<file path="config.mk">
export PLATFORM = sky130hd
export DESIGN_NAME = ahrg_readout
export DESIGN_NICKNAME = d
export VERILOG_FILES = /design/src/hw/ahrg_pkg.sv /design/src/hw/ahrg_readout.sv /design/src/hw/ahrg_sync.sv /design/src/hw/ahrg_timer.sv
export SDC_FILE = /design/constraint.sdc
export NUM_CORES = 1
export LEC_CHECK = 0
export ABC_AREA = 1
export BUFFER_PORTS_ARGS = -buffer_cell sky130_fd_sc_hd__buf_2
export CAP_MARGIN = 20
export CORE_MARGIN = 3
export CORE_UTILIZATION = 35
export CTS_CLUSTER_SIZE = 8
export DETAILED_ROUTE_END_ITERATION = 10
export SYNTH_ARGS = -nofsm -noshare
export SYNTH_HDL_FRONTEND = slang
export SYNTH_SLANG_ARGS = --single-unit
export TNS_END_PERCENT = 100
</file>
<file path="constraint.sdc">
create_clock -name sys_clk -period 2.52 [get_ports sys_clk]
set_input_delay 0.126 -clock sys_clk [delete_from_list [all_inputs] [get_ports sys_clk]]
set_output_delay 0.126 -clock sys_clk [all_outputs]
set_load 0.1 [all_outputs]
</file>
<file path="src/hw/ahrg_pkg.sv">
// Constants shared by the converter readout host glue.
// Assumes a 100 MHz host clock; all pin timing derives from it.
`default_nettype none

package ahrg_pkg;

   // Clock period of sys_clk
   localparam int CLK_PERIOD_NS    = 10;
   // One processor bus cycle on the converter side
   localparam int HOST_CYCLE_NS    = 80;
   // Least spacing between two start pulses
   localparam int START_SPACING_NS = 5000;
   // Port address that the converter answers on, for start and read
   localparam logic [3:0] CONV_PORT = 4'h8;

   // Timer width; every count below fits
   localparam int TW = 10;
   // One host cycle in clocks, rounded up as a least time
   localparam logic [TW-1:0] HOST_CYC =
      TW'((HOST_CYCLE_NS + CLK_PERIOD_NS - 1) / CLK_PERIOD_NS);
   // Access with one wait state: two host cycles
   localparam logic [TW-1:0] ACC_ONE_WAIT = TW'(2 * int'(HOST_CYC));
   // Access with three wait states: four host cycles
   localparam logic [TW-1:0] ACC_THREE_WAIT = TW'(4 * int'(HOST_CYC));
   // Start spacing in clocks, rounded up
   localparam logic [TW-1:0] START_SPACING =
      TW'((START_SPACING_NS + CLK_PERIOD_NS - 1) / CLK_PERIOD_NS);

   // Result width and byte split (8 + 4)
   localparam int RES_W  = 12;
   localparam int HI_W   = 8;
   localparam int LO_W   = 4;

   // Sequencer states, one-hot
   typedef enum logic [7:0] {
      ST_IDLE  = 8'h01,
      ST_START = 8'h02,
      ST_WAIT  = 8'h04,
      ST_PREP  = 8'h08,
      ST_RDHI  = 8'h10,
      ST_MID   = 8'h20,
      ST_RDLO  = 8'h40,
      ST_NOP   = 8'h80
   } ahrg_state_t;

endpackage : ahrg_pkg

`default_nettype wire

</file>
<file path="src/hw/ahrg_readout.sv">
// Host-side glue that starts conversions on a 12-bit sampling converter
// and reads back its result as one word or as two bytes with wait states.
// Assumes the converter pins reach this block unsynchronised; sys_clk 100 MHz.
//
// Overview of operation
// - Start conversion by write to converter port
// - Read status and result at same port
// - Ready generated to add one wait state
// - One idle host cycle after each read
// - Conversion done raises DMA request one
// - Result read clears the request latch
// - Request serviced before next conversion completes
// - On done, byte flag low, then high read
// - Read decode drives active-low output enable
// - Each byte read spans two host cycles
// - Flag high, then low byte read likewise
// - Alternate mode asserts upper strobe before reading
// - Alternate mode acknowledge gives one-cycle wait
// - Upper strobe released during high read
// - Three wait states supported on request
// - Start pulses spaced at least five microseconds
`default_nettype none

module ahrg_readout (
   // Clock and reset
   input  wire logic                      sys_clk,
   input  wire logic                      rst,
   // User controls
   input  wire logic                      startReq,
   input  wire logic                      asyncMode,
   input  wire logic                      byteMode,
   input  wire logic                      altMode,
   input  wire logic                      waitThree,
   input  wire logic                      overrunClr,
   // User results
   output logic [ahrg_pkg::RES_W-1:0]     result,
   output logic                           resultValid,
   output logic                           busy,
   output logic                           overrun,
   // Converter pins, inputs
   input  wire logic                      extTrigger,
   input  wire logic                      convDone,
   input  wire logic [ahrg_pkg::RES_W-1:0] convData,
   // Converter pins, outputs
   output logic                           begin_convert_n,
   output logic                           outEnable_n,
   output logic                           byte_half_flag,
   output logic                           upper_half_strobe_n,
   output logic                           readWidthSel,
   output logic                           io_space_strobe_n,
   output logic                           bus_cycle_strobe_n,
   output logic [3:0]                     portAddr,
   output logic                           hostReady,
   output logic                           memory_acknowledge,
   output logic                           dma_request_ch_one
);
   import ahrg_pkg::*;

   // Synchronised pin inputs
   logic [1:0]        ctlSync;      // {trigger, done} after two flops
   logic [RES_W-1:0]  dataSync;     // Data bus after two flops
   logic              trigPrev_q;   // Edge detect history
   logic              donePrev_q;
   logic              trigRise;
   logic              doneRise;
   // Sequencer
   ahrg_state_t       state_q;
   ahrg_state_t       state_d;
   logic              stateLoad;    // Entering a new state
   logic [TW-1:0]     stateVal;     // Duration of the state entered
   logic [TW-1:0]     stCount;
   logic              stDone;
   logic [TW-1:0]     accLen;       // Access length with wait states
   logic              lastHostCyc;  // Final host cycle of an access
   logic              readyWin;     // Ready window, one clock ahead
   // Start spacing guard
   logic              guardLoad;
   logic [TW-1:0]     guardCount;
   logic              guardDone;
   // Bookkeeping
   logic              doneSeen_q;   // Done seen for current conversion
   logic              startEvt;
   logic              readEnd;      // Final clock of the final read
   logic [RES_W-1:0]  result_d;
   // Pin next values
   logic              isRead_d;
   logic              strobe_d;
   // Converter pins cross into sys_clk before anything looks at them
   ahrg_sync #(.W(2)) u_ctl_sync (
      .sys_clk (sys_clk),
      .rst     (rst),
      .asyncIn ({extTrigger, convDone}),
      .syncOut (ctlSync)
   );

   // Data is held stable by the converter for the whole enable window
   ahrg_sync #(.W(RES_W)) u_data_sync (
      .sys_clk (sys_clk),
      .rst     (rst),
      .asyncIn (convData),
      .syncOut (dataSync)
   );

   // Edge history on the synchronised controls
   always_ff @(posedge sys_clk) begin
      if (rst) begin
         trigPrev_q <= 1'b0;
         donePrev_q <= 1'b0;
      end else begin
         trigPrev_q <= ctlSync[1];
         donePrev_q <= ctlSync[0];
      end
   end

   assign trigRise = ctlSync[1] && !trigPrev_q;
   assign doneRise = ctlSync[0] && !donePrev_q;
   assign startEvt = asyncMode ? trigRise : startReq;
   assign accLen = waitThree ? ACC_THREE_WAIT : ACC_ONE_WAIT;
   // State duration timer
   ahrg_timer #(.W(TW)) u_state_tmr (
      .sys_clk (sys_clk),
      .rst     (rst),
      .load    (stateLoad),
      .loadVal (stateVal),
      .count   (stCount),
      .done    (stDone)
   );
   ahrg_timer #(.W(TW)) u_guard_tmr (
      .sys_clk (sys_clk),
      .rst     (rst),
      .load    (guardLoad),
      .loadVal (START_SPACING - TW'(1)),
      .count   (guardCount),
      .done    (guardDone)
   );

   // Next state; a start that comes during the guard is simply dropped
   always_comb begin
      state_d = state_q;
      unique case (state_q)
         ST_IDLE: begin
            if (startEvt && guardDone) state_d = ST_START;
         end
         ST_START: begin
            if (stDone) state_d = ST_WAIT;
         end
         ST_WAIT: begin
            if (doneSeen_q) state_d = byteMode ? ST_PREP : ST_RDHI;
         end
         ST_PREP: begin
            if (stDone) state_d = ST_RDHI;
         end
         ST_RDHI: begin
            if (stDone) state_d = byteMode ? ST_MID : ST_NOP;
         end
         ST_MID: begin
            if (stDone) state_d = ST_RDLO;
         end
         ST_RDLO: begin
            if (stDone) state_d = ST_NOP;
         end
         // idle host cycle after a read
         ST_NOP: begin
            if (stDone) state_d = ST_IDLE;
         end
         default: state_d = ST_IDLE;
      endcase
   end

   assign stateLoad = (state_d != state_q);
   assign guardLoad = stateLoad && (state_d == ST_START);
   assign stateVal = ((state_d == ST_START) || (state_d == ST_RDHI) || (state_d == ST_RDLO))
                   ? accLen - TW'(1) : HOST_CYC - TW'(1);
   assign lastHostCyc = (stCount < HOST_CYC);
   assign readyWin    = (stCount <= HOST_CYC);  // Registered ready then spans the whole last host cycle
   assign readEnd     = stDone && ((state_q == ST_RDLO) || (state_q == ST_RDHI && !byteMode));
   assign result_d = (state_q == ST_RDHI && byteMode) ? {dataSync[RES_W-1 -: HI_W], result[LO_W-1:0]}
                   : (state_q == ST_RDLO) ? {result[RES_W-1 -: HI_W], dataSync[RES_W-1 -: LO_W]}
                   : dataSync;
   assign isRead_d = (state_d == ST_RDHI) || (state_d == ST_RDLO);
   assign strobe_d = isRead_d || (state_d == ST_START);
   // State register
   always_ff @(posedge sys_clk) begin
      if (rst) state_q <= ST_IDLE;
      else     state_q <= state_d;
   end
   // Done latch; a new done beats the clear at start
   always_ff @(posedge sys_clk) begin
      if (rst)                   doneSeen_q <= 1'b0;
      else if (doneRise)         doneSeen_q <= 1'b1;
      else if (state_d == ST_START) doneSeen_q <= 1'b0;
   end
   // Result capture on the last clock of each read
   always_ff @(posedge sys_clk) begin
      if (rst) begin
         result      <= '0;
         resultValid <= 1'b0;
      end else begin
         if (stDone && (state_q == ST_RDHI || state_q == ST_RDLO)) result <= result_d;
         resultValid <= readEnd;
      end
   end
   // request latch, cleared by read; a new done wins
   always_ff @(posedge sys_clk) begin
      if (rst)           dma_request_ch_one <= 1'b0;
      else if (doneRise) dma_request_ch_one <= 1'b1;
      else if (readEnd)  dma_request_ch_one <= 1'b0;
   end
   always_ff @(posedge sys_clk) begin
      if (rst)                                   overrun <= 1'b0;
      else if (doneRise && dma_request_ch_one)   overrun <= 1'b1;
      else if (overrunClr)                       overrun <= 1'b0;
   end

   // Pin outputs, registered from next-state decode; readWidthSel registered from byteMode
   always_ff @(posedge sys_clk) begin
      if (rst) begin
         begin_convert_n     <= 1'b1;
         outEnable_n         <= 1'b1;
         io_space_strobe_n   <= 1'b1;
         bus_cycle_strobe_n  <= 1'b1;
         portAddr            <= 4'h0;
         readWidthSel        <= 1'b1;
         busy                <= 1'b0;
      end else begin
         begin_convert_n     <= !(state_d == ST_START);
         outEnable_n         <= !isRead_d;
         io_space_strobe_n   <= !strobe_d;
         bus_cycle_strobe_n  <= !strobe_d;
         portAddr            <= strobe_d ? CONV_PORT : 4'h0;
         readWidthSel        <= !byteMode;
         busy                <= (state_d != ST_IDLE);
      end
   end

   // Byte select and upper strobe; idle level is high for both
   always_ff @(posedge sys_clk) begin
      if (rst) begin
         byte_half_flag      <= 1'b1;
         upper_half_strobe_n <= 1'b1;
      end else begin
         // low for high byte, high for low byte; held high throughout in alternate mode
         byte_half_flag      <= altMode || !((state_d == ST_PREP) || (state_d == ST_RDHI));
         upper_half_strobe_n <= !(altMode && byteMode && ((state_d == ST_PREP) ||
                                 (state_d == ST_RDHI && !(state_q == ST_RDHI && lastHostCyc))));
      end
   end

   // ready, acknowledge in final host cycle
   always_ff @(posedge sys_clk) begin
      if (rst) begin
         hostReady          <= 1'b0;
         memory_acknowledge <= 1'b0;
      end else begin
         hostReady          <= strobe_d && (state_d == state_q) && readyWin;
         memory_acknowledge <= altMode && isRead_d && (state_d == state_q) && readyWin;
      end
   end
endmodule : ahrg_readout

`default_nettype wire

</file>
<file path="src/hw/ahrg_sync.sv">
// Two-stage synchroniser for a group of pin inputs.
// Assumes the inputs are asynchronous to sys_clk; bits are not coherent.
`default_nettype none

module ahrg_sync #(
   parameter int W = 1
) (
   // Clock and reset
   input  wire logic         sys_clk,
   input  wire logic         rst,
   // Asynchronous input and its synchronised copy
   input  wire logic [W-1:0] asyncIn,
   output logic      [W-1:0] syncOut
);

   logic [W-1:0] meta_q;   // First stage, read only by the second

   // Two flops in series; a multi-bit bus is only safe when held stable
   always_ff @(posedge sys_clk) begin
      if (rst) begin
         meta_q  <= '0;
         syncOut <= '0;
      end else begin
         meta_q  <= asyncIn;
         syncOut <= meta_q;
      end
   end

endmodule : ahrg_sync

`default_nettype wire

</file>
<file path="src/hw/ahrg_timer.sv">
// Loadable down-counter used for pin timing and start spacing.
// Assumes load value is count-1 so that N cycles elapse before done.
`default_nettype none

module ahrg_timer #(
   parameter int W = 10
) (
   // Clock and reset
   input  wire logic         sys_clk,
   input  wire logic         rst,
   // Load strobe and value
   input  wire logic         load,
   input  wire logic [W-1:0] loadVal,
   // Current count and expiry
   output logic      [W-1:0] count,
   output logic              done
);

   // Expired once zero is reached; a reload does not mask it, which keeps
   // the caller's next-state logic free of a loop through this output
   assign done = (count == '0);

   // Count down to zero and hold there
   always_ff @(posedge sys_clk) begin
      if (rst) begin
         count <= '0;
      end else if (load) begin
         count <= loadVal;
      end else if (count != '0) begin
         count <= count - W'(1);
      end
   end

endmodule : ahrg_timer

`default_nettype wire
</file>
==> impl_metrics.ini <==
[placement]
place_area_um2 = 4130
detailed_place_hpwl_um = 5870
place_inst = 692
port_buffers = 47
gp_congestion = 0.881

[pwr]
ir_drop_mv = 0.377
p_leak_nw = 2.25
finalPower_w = 0.00404
powerDensity_nw_per_um2 = 898

[cts]
path_clk_slew_ns = 0.09
clock_path_buffers = 2
root_buffer = clkbuf_8
tritoncts = yes
cts_sinks = 84
post_cts_resize_count = 0
clk_latency_ns = 0.35
ctsHtreeMaxLevel = 3
cts_setup_buffers = 0
cts-buffers-inserted = 9

[status]
status = finished clean

[setup_path]
slowest_stage = dfxtp_1
cp_max_fo = 13
cp_num_buf_inv = 3
startpoint_type = flip-flop
critPathTopFamily = simple AND/OR/NAND/NOR gates
cp.arrival_ns = 2.42
required_ns = 2.77
cpPeakStageDelay_ns = 0.37
critPathKind = reg2reg
crit_chain = inv_1, ha_1, inv_1, nor2_1, nand3_2, o21ai_0, o21ai_0, nand2_1, a21oi_4, nand3_4, nor2_1, nand2_1, nand2_1, inv_1
end_kind = flip-flop

[grt]
grt-ovfl-total = 0
antenna_found_initial = 0
grt_pass1_vias = 3165
grt_pass1_wl_um = 13800
grtUsageTotal_pct = 14.5
grt_max_degree = 52

[sta]
finalWorstPathRequiredPeriod_ns = 2.17
hold_viol = 0
fin_worst_skew_ns = 0.0127
period_share_pct = 86.0
setup_viol = 0
setup_tns_ns = 0
tightest_slew_ns = 0.713
timing.slew.headroom_pct = 52.4
fmax_ghz = 0.461
final_max_slew_viol_count = 0
grt_setup_unrepaired = no

[synthesis]
yosys_most_used_dff = dfxtp_1
synth_commonest_cells = nor2_1 (101), nand2_1 (86), dfxtp_1 (84)
synth.cell_area_um2 = 3760
synth_edf_count = 0
avgSynthCellArea_um2 = 7.29
synth_cells = 516
ys.warnings.count = 0
yosysTopAreaCellShare_pct = 44.7
synth_largest_area_cell = dfxtp_1
ys_top_cells_by_area = dfxtp_1 (45%), nor2_1 (10%), nand2_1 (8.6%)
ys_async_sr_fraction_pct = 0
ys_types = 43
synth_seq_cells = 84
yosysSeqAreaShare_pct = 44.7
yosysMostFrequentCell = nor2_1

[detailed_routing]
first_iter_violations = 175
avgViaCountPerCell = 4.52
first_pass_iters = 4
ant_nets = 0
totalWireLength_um = 8090
drc = 0
via_count = 3275
wl_per_cell_um = 11.2

[final_layout]
area_growth_pct = 19.7
drive_gt1_share_pct = 18.8
n_antenna_cell = 0
fill_cells = 1058
fin_nets = 610
final_area_um2 = 4500
instances_no_fill = 725
final_core_util_pct = 43.4

[floorplanning]
io_pins = 51
die_area_um2 = 12000
chipHeight_um = 110
fp-row-count = 37
coreArea_um2 = 10400
initial_core_util_pct = 36.3
die_w_um = 110

[job]
maxCapViolations = 0

[worst_hold_path]
hold_class = in2reg
-- worst reg2reg max path: stages (launching register included) --
cell and delay [ns]:
dfxtp_1 0.37, inv_1 0.10, ha_1 0.22, inv_1 0.07
nor2_1 0.05, nand3_2 0.21, o21ai_0 0.15, o21ai_0 0.23
nand2_1 0.12, a21oi_4 0.15, nand3_4 0.15, nor2_1 0.12
nand2_1 0.05, nand2_1 0.05, inv_1 0.05
-- where the power goes --
group	switching (W)	internal (W)	leakage (nW)
registers	0.0000997	0.00147	0.688
clock network	0.000500	0.000463	0.0958
logic	0.00100	0.000507	1.47
total	0.00160	0.00244	2.25
-- kinds of logic (layout without fill, tap and decap cells) --
family / count (synthesis) / after routing / share of synthesized area [%]
AND/OR/NAND/NOR: 250 / 250 / 30.9
adder cells (fa/ha/maj): 4 / 4 / 1.33
other: 1 / 3 / 0.0997
XOR/XNOR: 9 / 9 / 2.10
AO/OA/AOI/OAI: 62 / 62 / 9.48
flip-flops: 84 / 84 / 44.7
buffers and inverters: 106 / 177 / 11.3
-- what timing repair did --
item | CTS | global route
hold endpoints to repair | 17 | 0
hold buffers | 17 | 0
setup endpoints to repair | 0 | 0
-- placed cells by master (no fill, tap or decap), types with 3 or more instances in the layout --
| cell | netlist | final |
|---|---|---|
| clkbuf_8 | 0 | 9 |
| o21ai_1 | 3 | 3 |
| nor2_4 | 4 | 4 |
| buf_4 | 4 | 4 |
| a21oi_1 | 21 | 21 |
| nand3_2 | 6 | 6 |
| nand3_1 | 19 | 19 |
| nor3_1 | 4 | 4 |
| buf_2 | 1 | 47 |
| inv_1 | 83 | 83 |
| nand4_1 | 3 | 3 |
| o21ai_0 | 23 | 23 |
| a31oi_1 | 7 | 7 |
| nor4_1 | 3 | 3 |
| conb_1 | 1 | 3 |
| inv_2 | 7 | 7 |
| ha_1 | 4 | 4 |
| nand2_1 | 86 | 86 |
| nand2_2 | 10 | 10 |
| nor2_2 | 4 | 4 |
| dlygate4sd3_1 | 0 | 17 |
| nor2_1 | 101 | 101 |
| xor2_1 | 7 | 7 |
| dfxtp_1 | 84 | 84 |
-- worst paths after layout --
path | from | end | slack [ns] | cells past startpoint
max | u_state_tmr.count[0] | u_state_tmr.count[1] | 0.35 | 14
min | waitThree | u_state_tmr.count[4] | 0.12 | 5
max reg2reg | u_state_tmr.count[0] | u_state_tmr.count[1] | 0.35 | 14
min reg2reg | u_data_sync.meta_q[3] | u_data_sync.syncOut[3] | 0.40 | 2
-- state kept, by name, summed over array words and instances (netlist names) --
register,flops
result,12
u_data_sync.meta_q,12
u_data_sync.syncOut,12
u_guard_tmr.count,10
u_state_tmr.count,10
state_q,8
u_ctl_sync.meta_q,2
u_ctl_sync.syncOut,2
begin_convert_n,1
bus_cycle_strobe_n,1
busy,1
byte_half_flag,1
dma_request_ch_one,1
donePrev_q,1
doneSeen_q,1
hostReady,1
memory_acknowledge,1
outEnable_n,1
overrun,1
portAddr,1
readWidthSel,1
resultValid,1
trigPrev_q,1
upper_half_strobe_n,1
-- stage by stage --
stage | hold WS (ns) | setup WS, ns
global route | 0.116 | 0.0296
finish | 0.121 | 0.353
detailed placement | 0.335 | 0.368
global placement | 0.325 | 0.402
floorplan | 0.216 | 0.644
CTS | 0.0983 | 0.347
-- metal layers --
| layer | GRT usage, % | part of all wire [%] | up-vias |
|---|---|---|---|
| met3 | 3.35 | 3.5 | 8 |
| met4 | 6.41 | 1.6 | 0 |
| met1 | 17.7 | 46 | 1483 |
| met5 | 0 | 0 | - |
| li1 | - | - | 1720 |
| met2 | 24.2 | 49 | 64 |
-- final cells by class --
class                   instances  area, um2  area share, %
inverters                      93        354           7.87
clock inverters                 7       76.3           1.70
clock buffers                   9        124           2.75
repair buffers                 68        435           9.67
flip-flops and latches         84       1680           37.4
well taps                     136        170           3.78
multi-input cells             328       1660           36.9
(Power assumes the default switching activity.)
